--- config.mk ---
export PLATFORM = sky130hd
export DESIGN_NAME = bpw_port
export DESIGN_NICKNAME = d
export VERILOG_FILES = /design/src/rtl/bpw_pkg.sv /design/src/rtl/bpw_sync.sv /design/src/rtl/bpw_port.sv
export SDC_FILE = /design/constraint.sdc
export NUM_CORES = 1
export LEC_CHECK = 0
export ABC_AREA = 1
export BUFFER_PORTS_ARGS = -buffer_cell sky130_fd_sc_hd__buf_2
export CORE_MARGIN = 3
export CORE_UTILIZATION = 40
export CTS_BUF_LIST = sky130_fd_sc_hd__clkbuf_4 sky130_fd_sc_hd__clkbuf_8 sky130_fd_sc_hd__clkbuf_16
export DETAILED_ROUTE_END_ITERATION = 8
export PLACE_DENSITY_LB_ADDON = 0.08
export SETUP_SLACK_MARGIN = 0.5
export SLEW_MARGIN = 25
export SYNTH_ARGS = -nofsm -noshare
export SYNTH_HDL_FRONTEND = slang
export SYNTH_SLANG_ARGS = --single-unit
export TNS_END_PERCENT = 100
--- constraint.sdc ---
create_clock -name clk -period 1.8 [get_ports clk]
set_input_delay 0.36 -clock clk [delete_from_list [all_inputs] [get_ports clk]]
set_output_delay 0.36 -clock clk [all_outputs]
set_load 0.1 [all_outputs]
--- src/rtl/bpw_pkg.sv ---
package bpw_pkg;

  // pin index layout: port A bits 0..7, B single bits 8..14, D single bits 15..16
  localparam int NUM_PINS = 17;
  localparam int NUM_A = 8;
  localparam int B_LO = 8;
  localparam int D_LO = 15;

  // data memory addresses of the port registers
  localparam logic [7:0] ADDR_PA_DAT = 8'h12;
  localparam logic [7:0] ADDR_PA_DIR = 8'h13;
  localparam logic [7:0] ADDR_PB_DAT = 8'h20;
  localparam logic [7:0] ADDR_PB_DIR = 8'h28;
  localparam logic [7:0] ADDR_PD_DAT = 8'h30;
  localparam logic [7:0] ADDR_PD_DIR = 8'h32;
  localparam logic [7:0] ADDR_FLAG = 8'h16;

  // bit positions
  localparam int FLAG_AXIS1_BIT = 6;
  localparam int FLAG_AXIS2_BIT = 7;
  localparam int PIN_TIMER = 2;
  localparam int PIN_AXIS1 = 4;
  localparam int PIN_AXIS2 = 5;

  // values after reset
  localparam logic [16:0] RST_DATA = 17'h1ffff;
  localparam logic [16:0] RST_DIR = 17'h1ffff;
  localparam logic [16:0] RST_PINS = 17'h1ffff;
  localparam logic [1:0] RST_FLAGS = 2'h0;
  localparam logic [7:0] RST_RDATA = 8'h00;

  typedef enum logic [1:0] {
    BPW_RUN = 2'b00,
    BPW_HALT = 2'b01,
    BPW_WAKE = 2'b11
  } bpw_pwr_t;

  typedef struct packed {
    logic wr;
    logic rd;
    logic bit_op;
    logic bit_set;
    logic [2:0] bit_sel;
    logic [7:0] addr;
    logic [7:0] wdata;
  } bpw_cmd_t;

endpackage : bpw_pkg

--- src/rtl/bpw_sync.sv ---
`timescale 1ns/100ps
`default_nettype none

module bpw_sync #(
  parameter int W = 17,
  parameter logic [W-1:0] RST_VAL = '1
) (
  input wire logic clk,
  input wire logic rst_b,
  input wire logic [W-1:0] d,
  output logic [W-1:0] q
);

  logic [W-1:0] meta_ff;

  // first stage feeds only the second stage
  always_ff @(posedge clk or negedge rst_b) begin
    if (!rst_b) begin
      meta_ff <= RST_VAL;
      q <= RST_VAL;
    end else begin
      meta_ff <= d;
      q <= meta_ff;
    end
  end

endmodule : bpw_sync

`default_nettype wire

--- src/rtl/bpw_port.sv ---
// How it works
// [RULE1] 17 lines: 8-bit port A, seven B bits, two D bits, each data+direction.
// [RULE2] direction one is input, zero is CMOS output; changeable any time. The code takes direction writes only in the run state.
// [RULE3] written data sits in the output latch until the next write.
// [RULE4] inputs are not latched; pin level sampled in the read cycle.
// [RULE5] reading an output pin returns the data latch, not the pin.
// [RULE6] reset sets all data and direction registers to ones.
// [RULE7] pin turned to output before any write drives high.
// [RULE8] bit set/clear reads whole port, modifies one bit, writes all back.
// [RULE9] pull-high only on input pins, presence fixed by option input.
// [RULE10] option-selected port A pins wake from power-down on falling edge.
// [RULE11] while halted the clock stays stopped until a valid wake edge.
// [RULE12] the two axis pins, when enabled, wake on both edges.
// [RULE13] axis wake sets bit 6 or bit 7 of register 16H.
// [RULE14] reading an axis wake flag clears it.
// [RULE15] plain I/O use of timer pin needs internal-clock timer mode.
// [RULE16] external count needs event mode and the timer pin as input.
// [RULE17] axis flags clear at reset and set only while halted.
`timescale 1ns/100ps
`default_nettype none

module bpw_port (
  input wire logic clk,
  input wire logic rst_b,
  input wire bpw_pkg::bpw_cmd_t cmd,
  input wire logic halt_req,
  input wire logic [16:0] pin_in,
  input wire logic [16:0] pull_opt,
  input wire logic [7:0] wake_opt,
  input wire logic [1:0] axis_both_opt,
  output logic [7:0] rd_data,
  output logic [16:0] pin_out,
  output logic [16:0] pin_oe_b,
  output logic [16:0] pull_on,
  output logic timer_event_input,
  output logic power_down,
  output logic clk_run,
  output logic wake_pulse,
  output logic [1:0] axis_flags
);

  logic [16:0] pin_sync;
  logic [16:0] dat_ff;
  logic [16:0] dir_ff;
  logic [16:0] nxt_dat;
  logic [16:0] nxt_dir;
  logic [7:0] prev_a_ff;
  logic [1:0] flag_ff;
  logic [1:0] nxt_flag;
  logic [7:0] rd_data_ff;
  logic [16:0] pull_ff;
  logic pd_ff;
  logic run_ff;
  logic wake_ff;
  bpw_pkg::bpw_pwr_t state_ff;
  bpw_pkg::bpw_pwr_t nxt_state;

  // pins cross into the clock domain before anything reads them
  bpw_sync #(
    .W(17),
    .RST_VAL(bpw_pkg::RST_PINS)
  ) u_sync (
    .clk(clk),
    .rst_b(rst_b),
    .d(pin_in),
    .q(pin_sync)
  );

  // access decode
  wire active = (state_ff == bpw_pkg::BPW_RUN);
  wire do_wr = active & (cmd.wr | cmd.bit_op);
  wire do_rd = active & (cmd.rd | cmd.bit_op);
  wire [16:0] hit_dat;
  wire [16:0] hit_dir;
  wire [16:0] pin_val;
  wire [16:0] wbit;
  wire [7:0] wval;
  wire hit_flag = (cmd.addr == bpw_pkg::ADDR_FLAG);

  genvar gi;
  generate
    for (gi = 0; gi < bpw_pkg::NUM_PINS; gi++) begin : g_pin
      localparam logic [7:0] A_DAT = (gi < bpw_pkg::B_LO) ? bpw_pkg::ADDR_PA_DAT :
        (gi < bpw_pkg::D_LO) ? bpw_pkg::ADDR_PB_DAT + 8'(gi - bpw_pkg::B_LO) :
        bpw_pkg::ADDR_PD_DAT + 8'(gi - bpw_pkg::D_LO);
      localparam logic [7:0] A_DIR = (gi < bpw_pkg::B_LO) ? bpw_pkg::ADDR_PA_DIR :
        (gi < bpw_pkg::D_LO) ? bpw_pkg::ADDR_PB_DIR + 8'(gi - bpw_pkg::B_LO) :
        bpw_pkg::ADDR_PD_DIR + 8'(gi - bpw_pkg::D_LO);
      assign hit_dat[gi] = (cmd.addr == A_DAT); // see [RULE1]
      assign hit_dir[gi] = (cmd.addr == A_DIR); // see [RULE1]
      // output pins read back their latch, input pins the live level
      assign pin_val[gi] = dir_ff[gi] ? pin_sync[gi] : dat_ff[gi]; // see [RULE4] see [RULE5]
      assign wbit[gi] = wval[(gi < bpw_pkg::NUM_A) ? gi : 0];
    end
  endgenerate

  // single-bit registers answer in bit 0, upper bits read zero
  wire sb_dat = |(hit_dat[16:8] & pin_val[16:8]);
  wire sb_dir = |(hit_dir[16:8] & dir_ff[16:8]);
  wire hit_any = hit_dat[0] | hit_dir[0] | hit_flag | (|hit_dat[16:8]) | (|hit_dir[16:8]);

  wire [7:0] rd_mux = hit_dat[0] ? pin_val[7:0] :
                      hit_dir[0] ? dir_ff[7:0] :
                      hit_flag ? {flag_ff, 6'h00} :
                      hit_any ? {7'h00, sb_dat | sb_dir} : 8'h00;

  // bit op: whole register read, one bit changed, everything written back;
  // on input pins this copies the pin level into the latch, as on the real part
  wire [7:0] bit_mask = 8'h01 << cmd.bit_sel;
  wire [7:0] rmw_val = cmd.bit_set ? (rd_mux | bit_mask) : (rd_mux & ~bit_mask); // see [RULE8]
  assign wval = cmd.bit_op ? rmw_val : cmd.wdata; // see [RULE8]

  wire [16:0] wr_dat = hit_dat & {17{do_wr}};
  wire [16:0] wr_dir = hit_dir & {17{do_wr}};

  assign nxt_dat = (wr_dat & wbit) | (~wr_dat & dat_ff); // see [RULE3]
  assign nxt_dir = (wr_dir & wbit) | (~wr_dir & dir_ff); // see [RULE2]

  always_ff @(posedge clk or negedge rst_b) begin
    if (!rst_b) begin
      dat_ff <= bpw_pkg::RST_DATA; // see [RULE6] see [RULE7]
      dir_ff <= bpw_pkg::RST_DIR; // see [RULE6]
    end else begin
      dat_ff <= nxt_dat;
      dir_ff <= nxt_dir;
    end
  end

  // read answer captured in the access cycle, no input latching beyond it
  always_ff @(posedge clk or negedge rst_b) begin
    if (!rst_b) begin
      rd_data_ff <= bpw_pkg::RST_RDATA;
    end else if (do_rd) begin
      rd_data_ff <= rd_mux; // see [RULE4]
    end
  end

  // pull-high follows the option but only on pins set as input
  always_ff @(posedge clk or negedge rst_b) begin
    if (!rst_b) begin
      pull_ff <= '0;
    end else begin
      pull_ff <= pull_opt & nxt_dir; // see [RULE9]
    end
  end

  // wake-up
  wire [7:0] cur_a = pin_sync[7:0];
  wire [7:0] fall_a = prev_a_ff & ~cur_a & wake_opt; // see [RULE10]
  wire [1:0] axis_edge = (prev_a_ff[5:4] ^ cur_a[5:4]) & wake_opt[5:4] & axis_both_opt; // see [RULE12]
  wire [1:0] axis_hit = fall_a[5:4] | axis_edge;
  wire wake_any = (|fall_a) | (|axis_edge);
  wire halted = (state_ff == bpw_pkg::BPW_HALT);

  always_ff @(posedge clk or negedge rst_b) begin
    if (!rst_b) begin
      prev_a_ff <= bpw_pkg::RST_PINS[7:0];
    end else begin
      prev_a_ff <= cur_a;
    end
  end

  always_comb begin
    nxt_state = state_ff;
    unique case (state_ff)
      bpw_pkg::BPW_RUN: begin
        if (halt_req) begin
          nxt_state = bpw_pkg::BPW_HALT;
        end
      end
      bpw_pkg::BPW_HALT: begin
        if (wake_any) begin
          nxt_state = bpw_pkg::BPW_WAKE; // see [RULE10] see [RULE11]
        end
      end
      bpw_pkg::BPW_WAKE: begin
        nxt_state = bpw_pkg::BPW_RUN;
      end
      default: begin
        nxt_state = bpw_pkg::BPW_RUN;
      end
    endcase
  end

  // the core clock gate only opens again through a wake edge or a reset
  always_ff @(posedge clk or negedge rst_b) begin
    if (!rst_b) begin
      state_ff <= bpw_pkg::BPW_RUN;
      pd_ff <= 1'b0;
      run_ff <= 1'b1;
      wake_ff <= 1'b0;
    end else begin
      state_ff <= nxt_state;
      pd_ff <= (nxt_state == bpw_pkg::BPW_HALT); // see [RULE11]
      run_ff <= (nxt_state == bpw_pkg::BPW_RUN); // see [RULE11]
      wake_ff <= (nxt_state == bpw_pkg::BPW_WAKE);
    end
  end

  // axis flags: set wins over a clearing read in the same cycle
  wire flag_clr = do_rd & hit_flag; // see [RULE14]
  wire [1:0] flag_set = axis_hit & {2{halted}}; // see [RULE13] see [RULE17]
  assign nxt_flag = flag_set | (flag_ff & ~{2{flag_clr}});

  always_ff @(posedge clk or negedge rst_b) begin
    if (!rst_b) begin
      flag_ff <= bpw_pkg::RST_FLAGS; // see [RULE17]
    end else begin
      flag_ff <= nxt_flag;
    end
  end

  // outputs
  assign rd_data = rd_data_ff;
  assign pin_out = dat_ff;
  // enable is active low, so a one in direction releases the pin
  assign pin_oe_b = dir_ff; // see [RULE2]
  assign pull_on = pull_ff;
  // raw synchronised level; the timer mode is software's choice
  assign timer_event_input = pin_sync[bpw_pkg::PIN_TIMER];
  assign power_down = pd_ff;
  assign clk_run = run_ff;
  assign wake_pulse = wake_ff;
  assign axis_flags = flag_ff;

  // assertions
  wire pa_wr = do_wr & hit_dat[0];
  wire pa_rd = do_rd & hit_dat[0];

  a_dir_write: // see [RULE2]
  assert property (@(posedge clk) disable iff (!rst_b)
    (do_wr & hit_dir[0] & !cmd.bit_op) |=> (pin_oe_b[7:0] == $past(cmd.wdata)))
  else $error("direction write not reflected on enables");

  a_latch_hold: // see [RULE3]
  assert property (@(posedge clk) disable iff (!rst_b)
    !pa_wr |=> $stable(pin_out[7:0]))
  else $error("port A latch changed without a write");

  a_input_live: // see [RULE4]
  assert property (@(posedge clk) disable iff (!rst_b)
    pa_rd |=> ((rd_data ^ $past(pin_sync[7:0])) & $past(dir_ff[7:0])) == 8'h00)
  else $error("input pin read does not match sampled level");

  a_output_read: // see [RULE5]
  assert property (@(posedge clk) disable iff (!rst_b)
    pa_rd |=> ((rd_data ^ $past(pin_out[7:0])) & ~$past(pin_oe_b[7:0])) == 8'h00)
  else $error("output pin read does not return latch");

  a_rmw_set: // see [RULE8]
  assert property (@(posedge clk) disable iff (!rst_b)
    (pa_wr & cmd.bit_op & cmd.bit_set) |=> pin_out[$past(cmd.bit_sel)])
  else $error("bit set did not land in port A latch");

  a_pull_input: // see [RULE9]
  assert property (@(posedge clk) disable iff (!rst_b)
    (pull_on & ~pin_oe_b) == 17'h00000)
  else $error("pull-high on an output pin");

  a_wake_exit: // see [RULE10]
  assert property (@(posedge clk) disable iff (!rst_b)
    (halted & wake_any) |=> wake_pulse ##1 (clk_run & !power_down))
  else $error("wake edge did not restart the clock");

  a_halt_stay: // see [RULE11]
  assert property (@(posedge clk) disable iff (!rst_b)
    (halted & !wake_any) |=> (power_down & !clk_run))
  else $error("left power-down without a wake edge");

  a_axis_set: // see [RULE13]
  assert property (@(posedge clk) disable iff (!rst_b)
    (halted & axis_hit[0]) |=> axis_flags[0])
  else $error("axis wake did not set its flag");

  a_flag_clear: // see [RULE14]
  assert property (@(posedge clk) disable iff (!rst_b)
    (flag_clr & !halted) |=> (axis_flags == 2'h0))
  else $error("flag read did not clear axis flags");

  a_flag_run: // see [RULE17]
  assert property (@(posedge clk) disable iff (!rst_b)
    $rose(axis_flags[1]) |-> $past(state_ff) == bpw_pkg::BPW_HALT)
  else $error("axis flag set outside power-down");

  a_flag_run0: // see [RULE17]
  assert property (@(posedge clk) disable iff (!rst_b)
    $rose(axis_flags[0]) |-> $past(state_ff) == bpw_pkg::BPW_HALT)
  else $error("first axis flag set outside power-down");

  a_axis2_set: // see [RULE13]
  assert property (@(posedge clk) disable iff (!rst_b)
    (halted & axis_hit[1]) |=> axis_flags[1])
  else $error("second axis wake did not set its flag");

  a_axis_both: // see [RULE12]
  assert property (@(posedge clk) disable iff (!rst_b)
    (halted & (|(wake_opt[5:4] & axis_both_opt & cur_a[5:4] & ~$past(cur_a[5:4]))))
    |=> wake_pulse)
  else $error("rising axis edge did not wake");

  a_sb_read: // see [RULE1]
  assert property (@(posedge clk) disable iff (!rst_b)
    (do_rd & (|hit_dat[16:8])) |=> (rd_data[7:1] == 7'h00))
  else $error("single-bit read set upper bits");

endmodule : bpw_port

`default_nettype wire

==> out/metrics.yaml <==
status: "complete, but fails checks"
violations: "setup timing"
yosysTopAreaCellShare_pct: 41.4
clock_latency_ns: 0.35
switching_share_pct: 36.9
finClkSkew_ns: 0.00921
busiest_layer: "met2"
route.vias.total: 4383
use_met1_pct: 27.7
place_ws_ns: -0.180
clkTransAtPathRegs_ns: 0.07
cts_tree: "yes"
grt_max_degree: 38
drc: 0
synth_common_cells: "98 x nand2_1, 77 x dfstp_2, 76 x inv_1"
fp-row-count: 39
synth_area_per_cell_sq_um: 9.30
syn_area_sq_mm: 0.00489
path_class: "flip-flop to flip-flop"
placed_cell_area_sq_mm: 0.00629
grt_setup_unrepaired: "true"
viasPerCell: 4.84
cts-root-buf: "clkbuf_16"
grt_pass1_wl_mm: 22.1
drive_gt1_share_pct: 61.7
crit_arrival_ns: 2.08
grt_pass1_vias: 4490
grt_util_met3_pct: 4.09
critPathRequiredTime_ns: 2.04
combPwrFrac_pct: 36.0
h-tree-depth: 3
p_int_mw: 4.97
power.switching_mw: 2.90
syn_inst: 526
worstMarginPinSlew_ns: 0.495
cp_max_fo: 6
vdd_drop_max_mv: 0.742
numCtsBuffers: 9
numPortBuffers: 134
antenna_found_initial: 0
die_x_microns: 117
dr.pass1.iters: 4
cap_viol_max_count: 0
antennaDiodeCount: 0
ioPinCount: 135
place_congestion: 0.904
syn_to_final_growth_pct: 69.6
dp_hpwl_mm: 9.55
fin_nets: 830
use_met2_pct: 34.7
cts_sinks: 108
slew_violations: 0
setup_viol: 13
min_period_ns: 1.83
die-area_sq_mm: 0.0136
p_seq_share_pct: 38.1
period_share_pct: 102
design_area_sq_mm: 0.00830
worst_hold_slack_ns: 0.103
synth-edff-count: 0
timing.slew.headroom_pct: 67.0
ys_ff_latch: 108
place_inst: 835
clockBufferDepth: 2
dieHeight_microns: 117
p_per_area_mw_per_mm2: 949
synth_ff_type: "dfstp_2"
fillCellCount: 809
yosys-top-cells-area: "dfstp_2 41%, dfrtp_1 16%, nand2_1 7.5%"
layout_setup_ws_ns: -0.0326
ys_warn_count: 0
syn-num-nets: 598
cp-end-kind: "flip-flop"
post_drt_wl_per_cell_microns: 15.8
critPathLaunchType: "flip-flop"
async_flop_share_pct: 100
overflow: 0
synth_top_cell_by_area: "dfstp_2"
fp.coreArea_sq_mm: 0.0117
multi_input_area_sq_mm: 0.00205
wl_mm: 14.3
drtIter0Drc: 220
synth-seq-area-share_pct: 57.2
hold_viol: 0
track_usage_pct: 21.1
synthDistinctLibCells: 38
min_path_type: "input port to flip-flop"
seqCellArea_sq_mm: 0.00293
fmax_mhz: 546
initial_core_util_pct: 41.9
clock_power_share_pct: 25.9
ant_nets: 0
fin_cells: 906
p_leak_nw: 4.00
yosysMostFrequentCell: "nand2_1"
routing by layer:
layer	vias up	part of all wire (%)	routed length, microns
met5	-	0	0
met4	0	2.2	318
met3	20	5.0	720
met2	125	49	7030
met1	2092	44	6270
li1	2146	-	-
final timing paths:
| kind | start | endpoint | slack (ns) | cells after the start |
|---|---|---|---|---|
| max | pin_oe_b[9]$_DFF_PN1_ | pull_on[15]$_DFF_PN0_ | -0.03 | 12 |
| max in group asynchronous | rst_b | u_sync.q[12]$_DFF_PN1_ | 0.63 | 3 |
| min in group asynchronous | rst_b | rd_data[2]$_DFFE_PN0P_ | 0.52 | 2 |
| max reg2reg | pin_oe_b[9]$_DFF_PN1_ | pull_on[15]$_DFF_PN0_ | -0.03 | 12 |
| min | pin_in[0] | u_sync.meta_ff[0]$_DFF_PN1_ | 0.10 | 1 |
| min reg2reg | u_sync.meta_ff[6]$_DFF_PN1_ | u_sync.q[6]$_DFF_PN1_ | 0.36 | 0 |
cells in the final DEF (no fill, tap or decap), drive strengths merged:
cell type / n
inv: 88
clkinvlp: 1
ha: 2
dfrtp: 31
o21a: 2
nor3: 11
nor3b: 2
o22ai: 2
or2: 10
mux2i: 6
nand3b: 4
o211a: 2
dlygate4sd3: 1
clkbuf: 12
o21ai: 53
clkinv: 3
nand2: 114
a41oi: 3
nor2: 49
nand4: 1
buf: 228
dfstp: 77
a311oi: 1
nor4: 1
and2: 5
a21oi: 10
nand3: 44
logic make-up (layout without fill, tap and decap cells):
kind of cell / count (synthesis) / in the layout / synth area share (%)
fa+ha+maj: 2 / 2 / 0.511
simple gates: 241 / 241 / 25.1
mux: 6 / 6 / 1.23
compound gates: 73 / 73 / 8.21
buf+inv: 96 / 333 / 7.75
flops: 108 / 108 / 57.2
cell type report:
cell class / instances / area share (%)
multi-input cells: 322 / 24.7
clock inverters: 4 / 0.317
well taps: 143 / 2.16
flip-flops and latches: 108 / 35.2
inverters: 88 / 4.16
repair buffers: 229 / 29.9
clock buffers: 12 / 3.48
worst max-delay path: stages, from the launching register on:
cell	delay, ns
dfstp_4	0.65
o21ai_2	0.06
nand3_1	0.09
nand2_1	0.07
nor2_1	0.08
nand3_1	0.08
nor2_2	0.13
nand4_2	0.09
nand2_2	0.12
buf_6	0.15
nand3_2	0.08
nand2_2	0.08
nor2_2	0.03
metrics by stage:
stage / total power [mW] / TNS, ns / util (%)
floorplan: 4.48 / -0.952 / -
global placement: 5.07 / -2.49 / 54.0
detailed placement: 5.09 / -5.53 / 54.0
CTS: 7.76 / -0.133 / 68.2
global route: 8.19 / -3.55 / 71.2
finish: 7.88 / -0.250 / 71.2
power groups by stage:
stage | clock, mW | sequential [mW] | combinational, mW
floorplan | 0 | 3.99 | 0.490
global placement | 0 | 2.94 | 2.13
detailed placement | 0 | 2.95 | 2.14
CTS | 2.08 | 2.98 | 2.70
global route | 2.20 | 3.03 | 2.97
finish | 2.04 | 3.00 | 2.84
what timing repair did:
action | in CTS | in global routing
endpoints found under the setup margin | 126 | 123
gates resized for setup | 281 | 69
hold buffers | 1 | 0
hold endpoints to repair | 13 | 0
buffers inserted | 39 | 14
pin swaps | 32 | 20
cloned | 1 | 0
Note: power is estimated with default switching activity, not from simulation.
